**src/design/pfs_pkg.sv**
```systemverilog
package pfs_pkg;
	localparam int          NPIN     = 11;
	localparam int          AW       = 18;
	localparam logic [7:0]  REG_RST  = 8'h00;

	// register indices; byte address is four times the index
	localparam logic [15:0] IDX_P1_1 = 16'ha059;
	localparam logic [15:0] IDX_P1_2 = 16'ha05a;
	localparam logic [15:0] IDX_P1_3 = 16'ha05b;
	localparam logic [15:0] IDX_P1_4 = 16'ha05c;
	localparam logic [15:0] IDX_P1_5 = 16'ha05d;
	localparam logic [15:0] IDX_P1_6 = 16'ha05e;
	localparam logic [15:0] IDX_P1_7 = 16'ha05f;
	localparam logic [15:0] IDX_P2_0 = 16'ha070;
	localparam logic [15:0] IDX_P2_1 = 16'ha071;
	localparam logic [15:0] IDX_P2_2 = 16'ha072;
	localparam logic [15:0] IDX_P2_3 = 16'ha073;
	localparam logic [15:0] REG_IDX [NPIN] = '{IDX_P1_1, IDX_P1_2,
		IDX_P1_3, IDX_P1_4, IDX_P1_5, IDX_P1_6, IDX_P1_7, IDX_P2_0,
		IDX_P2_1, IDX_P2_2, IDX_P2_3};

	// field positions
	localparam int BIT_GPIO  = 0;
	localparam int BIT_IRQ0  = 1;
	localparam int BIT_TIMER = 1;
	localparam int BIT_IRQ1  = 2;
	localparam int BIT_F3    = 3;
	localparam int BIT_F4    = 4;
	localparam int BIT_F5    = 5;
	localparam int BIT_F6    = 6;
	localparam int BIT_TOUCH = 7;

	// unused bits read as zero
	localparam logic [7:0] WMASK_FULL = 8'hff;
	localparam logic [7:0] WMASK_P1_7 = 8'hf7;
	localparam logic [7:0] WMASK_P2   = 8'hfb;

	// pin masks, bit i = slot i (p1.1 .. p1.7, p2.0 .. p2.3)
	localparam logic [NPIN-1:0] PORT1_PINS = 11'h07f;
	localparam logic [NPIN-1:0] PORT2_PINS = 11'h780;
	localparam logic [NPIN-1:0] M6_ETX  = 11'h441;
	localparam logic [NPIN-1:0] M6_MSDA = 11'h08a;
	localparam logic [NPIN-1:0] M6_MSCL = 11'h114;
	localparam logic [NPIN-1:0] M6_ERX  = 11'h220;
	localparam logic [NPIN-1:0] M4_CAPCOMP_CHANNEL_FIVE = 11'h001;
	localparam logic [NPIN-1:0] M4_PWM0 = 11'h442;
	localparam logic [NPIN-1:0] M4_PWM1 = 11'h234;
	localparam logic [NPIN-1:0] M4_BZ   = 11'h188;
	localparam logic [NPIN-1:0] M3_SSN  = 11'h405;
	localparam logic [NPIN-1:0] M3_MOSI = 11'h222;
	localparam logic [NPIN-1:0] M3_MISO = 11'h088;
	localparam logic [NPIN-1:0] M3_SCK  = 11'h110;
	localparam logic [NPIN-1:0] M1_T1   = 11'h080;
	localparam logic [NPIN-1:0] M1_T2   = 11'h100;
	localparam logic [NPIN-1:0] M1_T2EX = 11'h200;
	localparam logic [NPIN-1:0] M1_T0   = 11'h400;

	typedef enum logic {PFS_IDLE, PFS_ANSWER} pfs_phase_t;
endpackage

```
**src/design/pfs_pin_function_select.sv**
```systemverilog
`timescale 1ns/1ps
// Notes on behaviour
// - bit 0 enables the pin's general io function; clear after reset
// - port-1 bit 1 makes the pin a source of pin interrupt zero
// - port-1 bit 2 makes the pin a source of pin interrupt one
// - many pins per interrupt, one pin may feed both interrupts
// - touch sensing needs bit 7 and the pin's analog enable together
// - p1.1: enhanced tx, uart_zero tx, capture channel 5, spi select
// - p1.2: touch 10, i2c master sda, slave2 sda, pwm0, spi mosi
// - p1.3: touch 11, master scl, slave2 scl, pwm1, spi select
// - p1.4: touch 12, master sda, slave2 sda, buzzer, spi miso
// - p1.5: touch 13, master scl, slave2 scl, pwm1, spi clock
// - p1.6: touch 14, enhanced rx, uart_zero rx, pwm1, spi mosi
// - p1.7: touch 19, enhanced tx, uart_zero tx, pwm0; bit 3 unused
// - p2.0: touch 15, sda, slave2 sda, buzzer, miso, timer1 input
// - p2.1: touch 16, scl, slave2 scl, buzzer, sck, timer2 input
// - p2.2: touch 17, rx routes, pwm1, mosi, timer2 external input
// - p2.3: touch 18, tx routes, pwm0, spi select, timer0 input
// - every register reads back what was written less its unused bits, resets to zero
module pfs_pin_function_select #(
	parameter int NPIN = pfs_pkg::NPIN,
	parameter int AW   = pfs_pkg::AW
) (
	// clock, reset, clock enable
	input  wire logic            pclk,
	input  wire logic            presetn,
	input  wire logic            pclk_en,
	// apb slave
	input  wire logic            psel,
	input  wire logic            penable,
	input  wire logic            pwrite,
	input  wire logic [AW-1:0]   paddr,
	input  wire logic [31:0]     pwdata,
	output logic                 pready,
	output logic [31:0]          prdata,
	output logic                 pslverr,
	// pads
	input  wire logic [NPIN-1:0] pad_in,
	output logic [NPIN-1:0]      pad_out,
	output logic [NPIN-1:0]      pad_oe,
	input  wire logic [NPIN-1:0] analog_pad_on,
	output logic [NPIN-1:0]      touch_key_sense_on,
	// general io
	input  wire logic [NPIN-1:0] gpio_out,
	input  wire logic [NPIN-1:0] gpio_oe,
	output logic [NPIN-1:0]      gpio_in,
	// pin interrupt sources
	output logic                 pin_irq_zero,
	output logic                 pin_irq_one,
	// uarts
	input  wire logic            uart_zero_tx,
	input  wire logic            enhanced_uart_tx,
	output logic                 uart_zero_rx,
	output logic                 enhanced_uart_rx,
	// i2c, open drain: a low output pulls the line
	input  wire logic            i2c_master_sda_out,
	input  wire logic            i2c_master_scl_out,
	input  wire logic            i2c_slave2_sda_out,
	input  wire logic            i2c_slave2_scl_out,
	output logic                 i2c_master_sda_in,
	output logic                 i2c_master_scl_in,
	output logic                 i2c_slave2_sda_in,
	output logic                 i2c_slave2_scl_in,
	// pwm, buzzer, capture/compare
	input  wire logic            pwm_ch0_out,
	input  wire logic            pwm_ch1_out,
	input  wire logic            buzzer_out,
	input  wire logic            capcomp_ch5_out,
	input  wire logic            capcomp_ch5_oe,
	output logic                 capcomp_ch5_in,
	// spi
	input  wire logic            spi_mosi_out,
	input  wire logic            spi_mosi_oe,
	input  wire logic            spi_miso_out,
	input  wire logic            spi_miso_oe,
	input  wire logic            spi_sck_out,
	input  wire logic            spi_sck_oe,
	output logic                 spi_mosi_in,
	output logic                 spi_miso_in,
	output logic                 spi_sck_in,
	output logic                 spi_ssn_in,
	// timer inputs
	output logic                 timer_zero_in,
	output logic                 timer_one_in,
	output logic                 timer_two_in,
	output logic                 timer_two_ex_in
);

	// one bit column across all pin registers
	function automatic logic [NPIN-1:0] column(
		input logic [7:0] r [NPIN],
		input int         b
	);
		logic [NPIN-1:0] c;
		c = '0;
		for (int i = 0; i < NPIN; i++) begin
			c[i] = r[i][b];
		end
		return c;
	endfunction

	// input routing: OR of selected pads, idle level when none chosen
	function automatic logic pick(
		input logic [NPIN-1:0] sel,
		input logic [NPIN-1:0] pads,
		input logic            idle
	);
		return (sel == '0) ? idle : |(sel & pads);
	endfunction

	function automatic logic [7:0] wmask(input int s);
		if (s == 6) begin
			return pfs_pkg::WMASK_P1_7;
		end
		if (pfs_pkg::PORT2_PINS[s]) begin
			return pfs_pkg::WMASK_P2;
		end
		return pfs_pkg::WMASK_FULL;
	endfunction

	logic [7:0]          cfg_reg [NPIN];
	pfs_pkg::pfs_phase_t phase_reg;

	// address decode
	logic [NPIN-1:0] hit;
	logic            hit_any;
	logic [7:0]      rd_byte;

	always_comb begin
		hit = '0;
		rd_byte = 8'h00;
		for (int i = 0; i < NPIN; i++) begin
			hit[i] = (paddr[1:0] == 2'b00) &&
				(paddr[AW-1:2] == pfs_pkg::REG_IDX[i]);
			if (hit[i]) begin
				rd_byte = cfg_reg[i];
			end
		end
	end
	assign hit_any = |hit;

	wire access  = psel && penable;
	wire wr_take = access && pwrite && (phase_reg == pfs_pkg::PFS_ANSWER);

	// apb answer: one wait state, write lands at the pready edge
	always_ff @(posedge pclk or negedge presetn) begin
		if (!presetn) begin
			phase_reg <= pfs_pkg::PFS_IDLE;
			pready <= 1'b0;
			prdata <= 32'h0000_0000;
			pslverr <= 1'b0;
		end else if (pclk_en) begin
			case (phase_reg)
			pfs_pkg::PFS_IDLE: begin
				if (access) begin
					phase_reg <= pfs_pkg::PFS_ANSWER;
					pready <= 1'b1;
					pslverr <= !hit_any;
					prdata <= pwrite ? 32'h0000_0000 : {24'h00_0000, rd_byte};
				end
			end
			pfs_pkg::PFS_ANSWER: begin
				phase_reg <= pfs_pkg::PFS_IDLE;
				pready <= 1'b0;
				pslverr <= 1'b0;
				prdata <= 32'h0000_0000;
			end
			default: begin
				phase_reg <= pfs_pkg::PFS_IDLE;
				pready <= 1'b0;
			end
			endcase
		end
	end

	always_ff @(posedge pclk or negedge presetn) begin
		if (!presetn) begin
			for (int i = 0; i < NPIN; i++) begin
				cfg_reg[i] <= pfs_pkg::REG_RST;
			end
		end else if (pclk_en && wr_take) begin
			for (int i = 0; i < NPIN; i++) begin
				if (hit[i]) begin
					cfg_reg[i] <= pwdata[7:0] & wmask(i);
				end
			end
		end
	end

	// function select columns
	wire [NPIN-1:0] c0 = column(cfg_reg, pfs_pkg::BIT_GPIO);
	wire [NPIN-1:0] c1 = column(cfg_reg, pfs_pkg::BIT_IRQ0);
	wire [NPIN-1:0] c2 = column(cfg_reg, pfs_pkg::BIT_IRQ1);
	wire [NPIN-1:0] c3 = column(cfg_reg, pfs_pkg::BIT_F3);
	wire [NPIN-1:0] c4 = column(cfg_reg, pfs_pkg::BIT_F4);
	wire [NPIN-1:0] c5 = column(cfg_reg, pfs_pkg::BIT_F5);
	wire [NPIN-1:0] c6 = column(cfg_reg, pfs_pkg::BIT_F6);
	wire [NPIN-1:0] c7 = column(cfg_reg, pfs_pkg::BIT_TOUCH);

	wire [NPIN-1:0] general_io_function_on = c0;
	wire [NPIN-1:0] pin_irq_zero_source_on = c1 & pfs_pkg::PORT1_PINS;
	wire [NPIN-1:0] pin_irq_one_source_on  = c2 & pfs_pkg::PORT1_PINS;
	wire [NPIN-1:0] timer_col = column(cfg_reg, pfs_pkg::BIT_TIMER) &
		pfs_pkg::PORT2_PINS;

	wire [NPIN-1:0] enh_uart_tx_route      = c6 & pfs_pkg::M6_ETX;
	wire [NPIN-1:0] uart_zero_tx_route     = c5 & pfs_pkg::M6_ETX;
	wire [NPIN-1:0] enh_uart_rx_route      = c6 & pfs_pkg::M6_ERX;
	wire [NPIN-1:0] uart_zero_rx_route     = c5 & pfs_pkg::M6_ERX;
	wire [NPIN-1:0] i2c_master_data_route  = c6 & pfs_pkg::M6_MSDA;
	wire [NPIN-1:0] i2c_slave2_data_route  = c5 & pfs_pkg::M6_MSDA;
	wire [NPIN-1:0] i2c_master_clock_route = c6 & pfs_pkg::M6_MSCL;
	wire [NPIN-1:0] i2c_slave2_clock_route = c5 & pfs_pkg::M6_MSCL;
	wire [NPIN-1:0] capcomp_ch5_io_route   = c4 & pfs_pkg::M4_CAPCOMP_CHANNEL_FIVE;
	wire [NPIN-1:0] pulse_ch0_out_route    = c4 & pfs_pkg::M4_PWM0;
	wire [NPIN-1:0] pulse_ch1_out_route    = c4 & pfs_pkg::M4_PWM1;
	wire [NPIN-1:0] buzzer_out_route       = c4 & pfs_pkg::M4_BZ;
	wire [NPIN-1:0] spi_slave_select_route = c3 & pfs_pkg::M3_SSN;
	wire [NPIN-1:0] spi_mosi_route         = c3 & pfs_pkg::M3_MOSI;
	wire [NPIN-1:0] spi_miso_route         = c3 & pfs_pkg::M3_MISO;
	wire [NPIN-1:0] spi_clock_route        = c3 & pfs_pkg::M3_SCK;
	wire [NPIN-1:0] timer_zero_input_route = timer_col & pfs_pkg::M1_T0;
	wire [NPIN-1:0] timer_one_input_route  = timer_col & pfs_pkg::M1_T1;
	wire [NPIN-1:0] timer_two_input_route  = timer_col & pfs_pkg::M1_T2;
	wire [NPIN-1:0] timer_two_external_route = timer_col & pfs_pkg::M1_T2EX;

	wire [NPIN-1:0] touch_next = c7 & analog_pad_on;

	// pad drive; the fixed order below only settles overlaps that
	// software is not meant to create
	logic [NPIN-1:0] pad_out_next;
	logic [NPIN-1:0] pad_oe_next;

	always_comb begin
		pad_out_next = '0;
		pad_oe_next = '0;
		for (int i = 0; i < NPIN; i++) begin
			if (touch_next[i]) begin
				pad_oe_next[i] = 1'b0;
			end else if (i2c_master_data_route[i]) begin
				pad_oe_next[i] = !i2c_master_sda_out;
			end else if (i2c_master_clock_route[i]) begin
				pad_oe_next[i] = !i2c_master_scl_out;
			end else if (i2c_slave2_data_route[i]) begin
				pad_oe_next[i] = !i2c_slave2_sda_out;
			end else if (i2c_slave2_clock_route[i]) begin
				pad_oe_next[i] = !i2c_slave2_scl_out;
			end else if (enh_uart_tx_route[i]) begin
				pad_out_next[i] = enhanced_uart_tx;
				pad_oe_next[i] = 1'b1;
			end else if (uart_zero_tx_route[i]) begin
				pad_out_next[i] = uart_zero_tx;
				pad_oe_next[i] = 1'b1;
			end else if (capcomp_ch5_io_route[i]) begin
				pad_out_next[i] = capcomp_ch5_out;
				pad_oe_next[i] = capcomp_ch5_oe;
			end else if (pulse_ch0_out_route[i]) begin
				pad_out_next[i] = pwm_ch0_out;
				pad_oe_next[i] = 1'b1;
			end else if (pulse_ch1_out_route[i]) begin
				pad_out_next[i] = pwm_ch1_out;
				pad_oe_next[i] = 1'b1;
			end else if (buzzer_out_route[i]) begin
				pad_out_next[i] = buzzer_out;
				pad_oe_next[i] = 1'b1;
			end else if (spi_mosi_route[i]) begin
				pad_out_next[i] = spi_mosi_out;
				pad_oe_next[i] = spi_mosi_oe;
			end else if (spi_miso_route[i]) begin
				pad_out_next[i] = spi_miso_out;
				pad_oe_next[i] = spi_miso_oe;
			end else if (spi_clock_route[i]) begin
				pad_out_next[i] = spi_sck_out;
				pad_oe_next[i] = spi_sck_oe;
			end else if (general_io_function_on[i]) begin
				pad_out_next[i] = gpio_out[i];
				pad_oe_next[i] = gpio_oe[i];
			end
		end
	end

	// all outputs registered; this adds one cycle of pad latency
	always_ff @(posedge pclk or negedge presetn) begin
		if (!presetn) begin
			pad_out <= '0;
			pad_oe <= '0;
			touch_key_sense_on <= '0;
			gpio_in <= '0;
			pin_irq_zero <= 1'b0;
			pin_irq_one <= 1'b0;
		end else if (pclk_en) begin
			pad_out <= pad_out_next;
			pad_oe <= pad_oe_next;
			touch_key_sense_on <= touch_next;
			gpio_in <= pad_in & general_io_function_on;
			pin_irq_zero <= |(pad_in & pin_irq_zero_source_on);
			pin_irq_one <= |(pad_in & pin_irq_one_source_on);
		end
	end

	// idle levels: uart and i2c lines and the spi select high, the rest low
	always_ff @(posedge pclk or negedge presetn) begin
		if (!presetn) begin
			uart_zero_rx <= 1'b1;
			enhanced_uart_rx <= 1'b1;
			i2c_master_sda_in <= 1'b1;
			i2c_master_scl_in <= 1'b1;
			i2c_slave2_sda_in <= 1'b1;
			i2c_slave2_scl_in <= 1'b1;
			spi_ssn_in <= 1'b1;
			spi_mosi_in <= 1'b0;
			spi_miso_in <= 1'b0;
			spi_sck_in <= 1'b0;
			capcomp_ch5_in <= 1'b0;
			timer_zero_in <= 1'b0;
			timer_one_in <= 1'b0;
			timer_two_in <= 1'b0;
			timer_two_ex_in <= 1'b0;
		end else if (pclk_en) begin
			uart_zero_rx <= pick(uart_zero_rx_route, pad_in, 1'b1);
			enhanced_uart_rx <= pick(enh_uart_rx_route, pad_in, 1'b1);
			i2c_master_sda_in <= pick(i2c_master_data_route, pad_in, 1'b1);
			i2c_master_scl_in <= pick(i2c_master_clock_route, pad_in, 1'b1);
			i2c_slave2_sda_in <= pick(i2c_slave2_data_route, pad_in, 1'b1);
			i2c_slave2_scl_in <= pick(i2c_slave2_clock_route, pad_in, 1'b1);
			spi_ssn_in <= pick(spi_slave_select_route, pad_in, 1'b1);
			spi_mosi_in <= pick(spi_mosi_route, pad_in, 1'b0);
			spi_miso_in <= pick(spi_miso_route, pad_in, 1'b0);
			spi_sck_in <= pick(spi_clock_route, pad_in, 1'b0);
			capcomp_ch5_in <= pick(capcomp_ch5_io_route, pad_in, 1'b0);
			timer_zero_in <= pick(timer_zero_input_route, pad_in, 1'b0);
			timer_one_in <= pick(timer_one_input_route, pad_in, 1'b0);
			timer_two_in <= pick(timer_two_input_route, pad_in, 1'b0);
			timer_two_ex_in <= pick(timer_two_external_route, pad_in,
				1'b0);
		end
	end

endmodule

```
**config.mk**
```make
export PLATFORM = sky130hd
export DESIGN_NAME = pfs_pin_function_select
export DESIGN_NICKNAME = d
export VERILOG_FILES = /design/src/design/pfs_pkg.sv /design/src/design/pfs_pin_function_select.sv
export SDC_FILE = /design/constraint.sdc
export NUM_CORES = 1
export LEC_CHECK = 0
export BUFFER_PORTS_ARGS = -buffer_cell sky130_fd_sc_hd__buf_2
export CAP_MARGIN = 10
export CELL_PAD_IN_SITES_DETAIL_PLACEMENT = 2
export CELL_PAD_IN_SITES_GLOBAL_PLACEMENT = 2
export CORE_MARGIN = 4
export CORE_UTILIZATION = 33
export DETAILED_ROUTE_END_ITERATION = 8
export GPL_TIMING_DRIVEN = 0
export HOLD_SLACK_MARGIN = 0.02
export PLACE_DENSITY = 0.8
export SYNTH_ARGS = -nofsm -noshare
export SYNTH_HDL_FRONTEND = slang
export SYNTH_SLANG_ARGS = --single-unit
```
**constraint.sdc**
```tcl
create_clock -name pclk -period 1.9 [get_ports pclk]
set_input_delay 0.19 -clock pclk [delete_from_list [all_inputs] [get_ports pclk]]
set_output_delay 0.19 -clock pclk [all_outputs]
set_load 0.01 [all_outputs]
```
==> summary.md <==
| Metric | Value |
|---|---|
| Skew-Pair Late Insertion Delay | `0.45 ns` |
| Primary FF master, synth | `dfrtp_1` |
| Total grt overflow | `0` |
| Most frequent cells in the layout | `buf_2, dfrtp_1, mux2_2` |
| Post-Syn Area | `0.008063 mm²` |
| CTS max path bufs | `2` |
| Global Route Usage Sum | `26.57%` |
| First-pass GRT wire length | `52.74 mm` |
| Pleak | `4.757 nW` |
| Number of global-route vias before repair | `8067` |
| Mux contribution to synthesized area | `14.87%` |
| Die Area | `0.02700 mm²` |
| Die span in y | `164.3 µm` |
| Register area share after synthesis | `48.22%` |
| Initial drt markers | `545` |
| Post-layout min period | `1.904 ns` |
| Final hold violations | `0` |
| Final Routed Wirelength | `35.75 mm` |
| Synth unique cells | `67` |
| Most common cell after layout, fill and taps aside | `buf_2` |
| WP data arrival | `2.25 ns` |
| FP Rows | `56` |
| Setup TNS | `-0.004032 ns` |
| Slew Viols, Final | `0` |
| Starting Density | `33.94%` |
| Highest clock rate | `525.2 MHz` |
| Largest family of logic cells by synthesized area | `compound AO/OA/AOI/OAI gates` |
| Antenna-violating nets left | `0` |
| EDFF count, synth | `0` |
| Ant. Diodes | `0` |
| Slew margin rel. | `34.52%` |
| Layout cells sized above 1 | `35.84%` |
| Total Power | `7.637 mW` |
| Root buf cell | `clkbuf_16` |
| Clock Sinks | `155` |
| Clk pin slew, worst setup/hold paths | `0.07 ns` |
| Max VDD drop | `333.2 µV` |
| Final GP Congestion | `0.9489` |
| Compound-gate portion of the synthesized area | `15.29%` |
| Clk_skew | `0.01490 ns` |
| Critical path startpoint category | `input pin` |
| Via count | `7472` |
| Layout Nets | `1114` |
| CTS H-Tree Depth | `4` |
| Worst path required time | `2.25 ns` |
| Crit. End Element | `flop` |
| Input/output buffers | `160` |
| Critical path peak fanout | `10` |
| Final Non-Filler Cells | `1329` |
| Pwr per Cell Area | `750.2 mW/mm²` |
| Core area | `0.02375 mm²` |
| Max Cap Violations | `0` |
| Synth Area in Simple Gates | `15.11%` |
| PnR worst setup slack | `-0.004032 ns` |
| Worst Hold Class | `in2reg` |
| Syn-to-layout area delta | `26.26%` |
| Placed cells | `1284` |
| Final setup vio count | `1` |
| Initial antenna violation count | `1` |
| First drt pass iteration count | `5` |
| Total CTS buffers | `17` |
| TritonCTS clock tree | `yes` |
| Die Width | `164.3 µm` |
| Synthesized instance count | `781` |
| Drt via density | `5.622` |
| Yosys reg bits | `155` |
| Area share of fa/ha/maj cells after synthesis | `0%` |
| Failing checks | `setup timing` |
| Status | `complete, but fails checks` |
| Xor/xnor cell area share of the yosys netlist | `0%` |
| CP Class | `in2reg` |
| Least-Margin Pin Slew | `0.9821 ns` |
| R2r setup slk | `0.06 ns` |
| RSZ-0062 raised after global routing | `yes` |
| Pin count of the biggest net entering global routing | `94` |
| Yosys warns | `0` |
| Dpl hpwl | `25.84 mm` |
| DRC | `0` |
| Tcrit/Tclk final | `100.2%` |
| Fill count | `2548` |
| I/O pin total | `212` |
| Syn_area_per_cell | `10.32 µm²` |
| Avg WL per Cell | `26.90 µm` |
| Async set-reset flop share out of synthesis | `100.0%` |
-- stage by stage --
stage	util, %	setup WS (ns)	cell area, µm²	hold slack [ns]
after floorplan	-	0.1918	8149	-0.1056
after global placement	39.36	-1.828	9349	0.4317
after detailed placement	39.52	-0.6470	9387	0.1706
after CTS	42.75	0.02592	10150	0.03418
after global routing	42.86	-0.01395	10180	0.04597
final	42.86	-0.004032	10180	0.03140
-- power by group --
group          internal, mW  total (mW)  switching, mW
clock                  2.12        3.65           1.53
combinational         0.203       0.652          0.449
sequential             3.32        3.33         0.0148
-- cell usage after synthesis (all sizes together), types with 7 or more instances --
| cell | number | area, µm² |
|---|---|---|
| dfrtp | 148 | 3704 |
| a21oi | 37 | 185.2 |
| o21ai | 53 | 265.3 |
| nand3b | 10 | 75.07 |
| buf | 40 | 270.3 |
| a31oi | 9 | 56.30 |
| nand2 | 65 | 246.5 |
| a22oi | 16 | 120.1 |
| clkbuf | 25 | 93.84 |
| inv | 42 | 157.7 |
| nand3 | 42 | 255.2 |
| nor2 | 35 | 155.2 |
| nor3 | 20 | 105.1 |
| o22ai | 16 | 100.1 |
| nor2b | 13 | 81.33 |
| a211oi | 8 | 60.06 |
| dfstp | 7 | 183.9 |
| mux2 | 102 | 1149 |
-- cells by family (layout without fill, tap and decap cells) --
group | Yosys count | in the layout
buffers and inverters | 107 | 313
flip-flops | 155 | 155
multiplexers | 107 | 107
AO/OA/AOI/OAI | 190 | 190
other | 1 | 24
AND/OR/NAND/NOR | 221 | 221
-- layout make-up --
cell class	instances	area, µm²	area share (%)
buffer	64	370.4	3.638
sequential	155	3887	38.19
tap	319	399.1	3.921
clock inverter	12	161.4	1.586
clock buffer	20	446.7	4.388
timing repair buffer	175	975.9	9.587
inverter	42	157.7	1.549
multi-input combinational	542	3781	37.14
-- final timing paths --
path / startpoint / endpoint / cells after the start
min: pwdata[5] / c5[9] / 2
min reg2reg: pslverr / pslverr / 1
max in group asynchronous: presetn / enhanced_uart_rx / 3
max reg2reg: c6[1] / prdata[6] / 5
min in group asynchronous: presetn / pad_out[2] / 2
max: paddr[3] / prdata[7] / 7
-- critical path, stage by stage --
cell      delay [ns]
clkbuf_1        0.41
buf_2           0.38
buf_2           0.34
a22oi_1         0.17
nor3_1          0.28
o221ai_1        0.22
a32oi_1         0.25
-- per-layer routing --
layer  share of wire [%]  GRT usage (%)
met1                  43          35.55
met2                  48          43.73
met3                 5.9          4.668
met4                 2.6          8.692
met5               0.039              0
-- timing repair --
item                                    in CTS  in global routing
hold buffers                                13                  0
pin swaps                                    0                  1
endpoints found under the setup margin      29                 29
endpoints found under the hold margin       73                  0
setup buffers                                0                  1
gates resized for setup                      6                  7
Power figures use the tool's default switching activity.
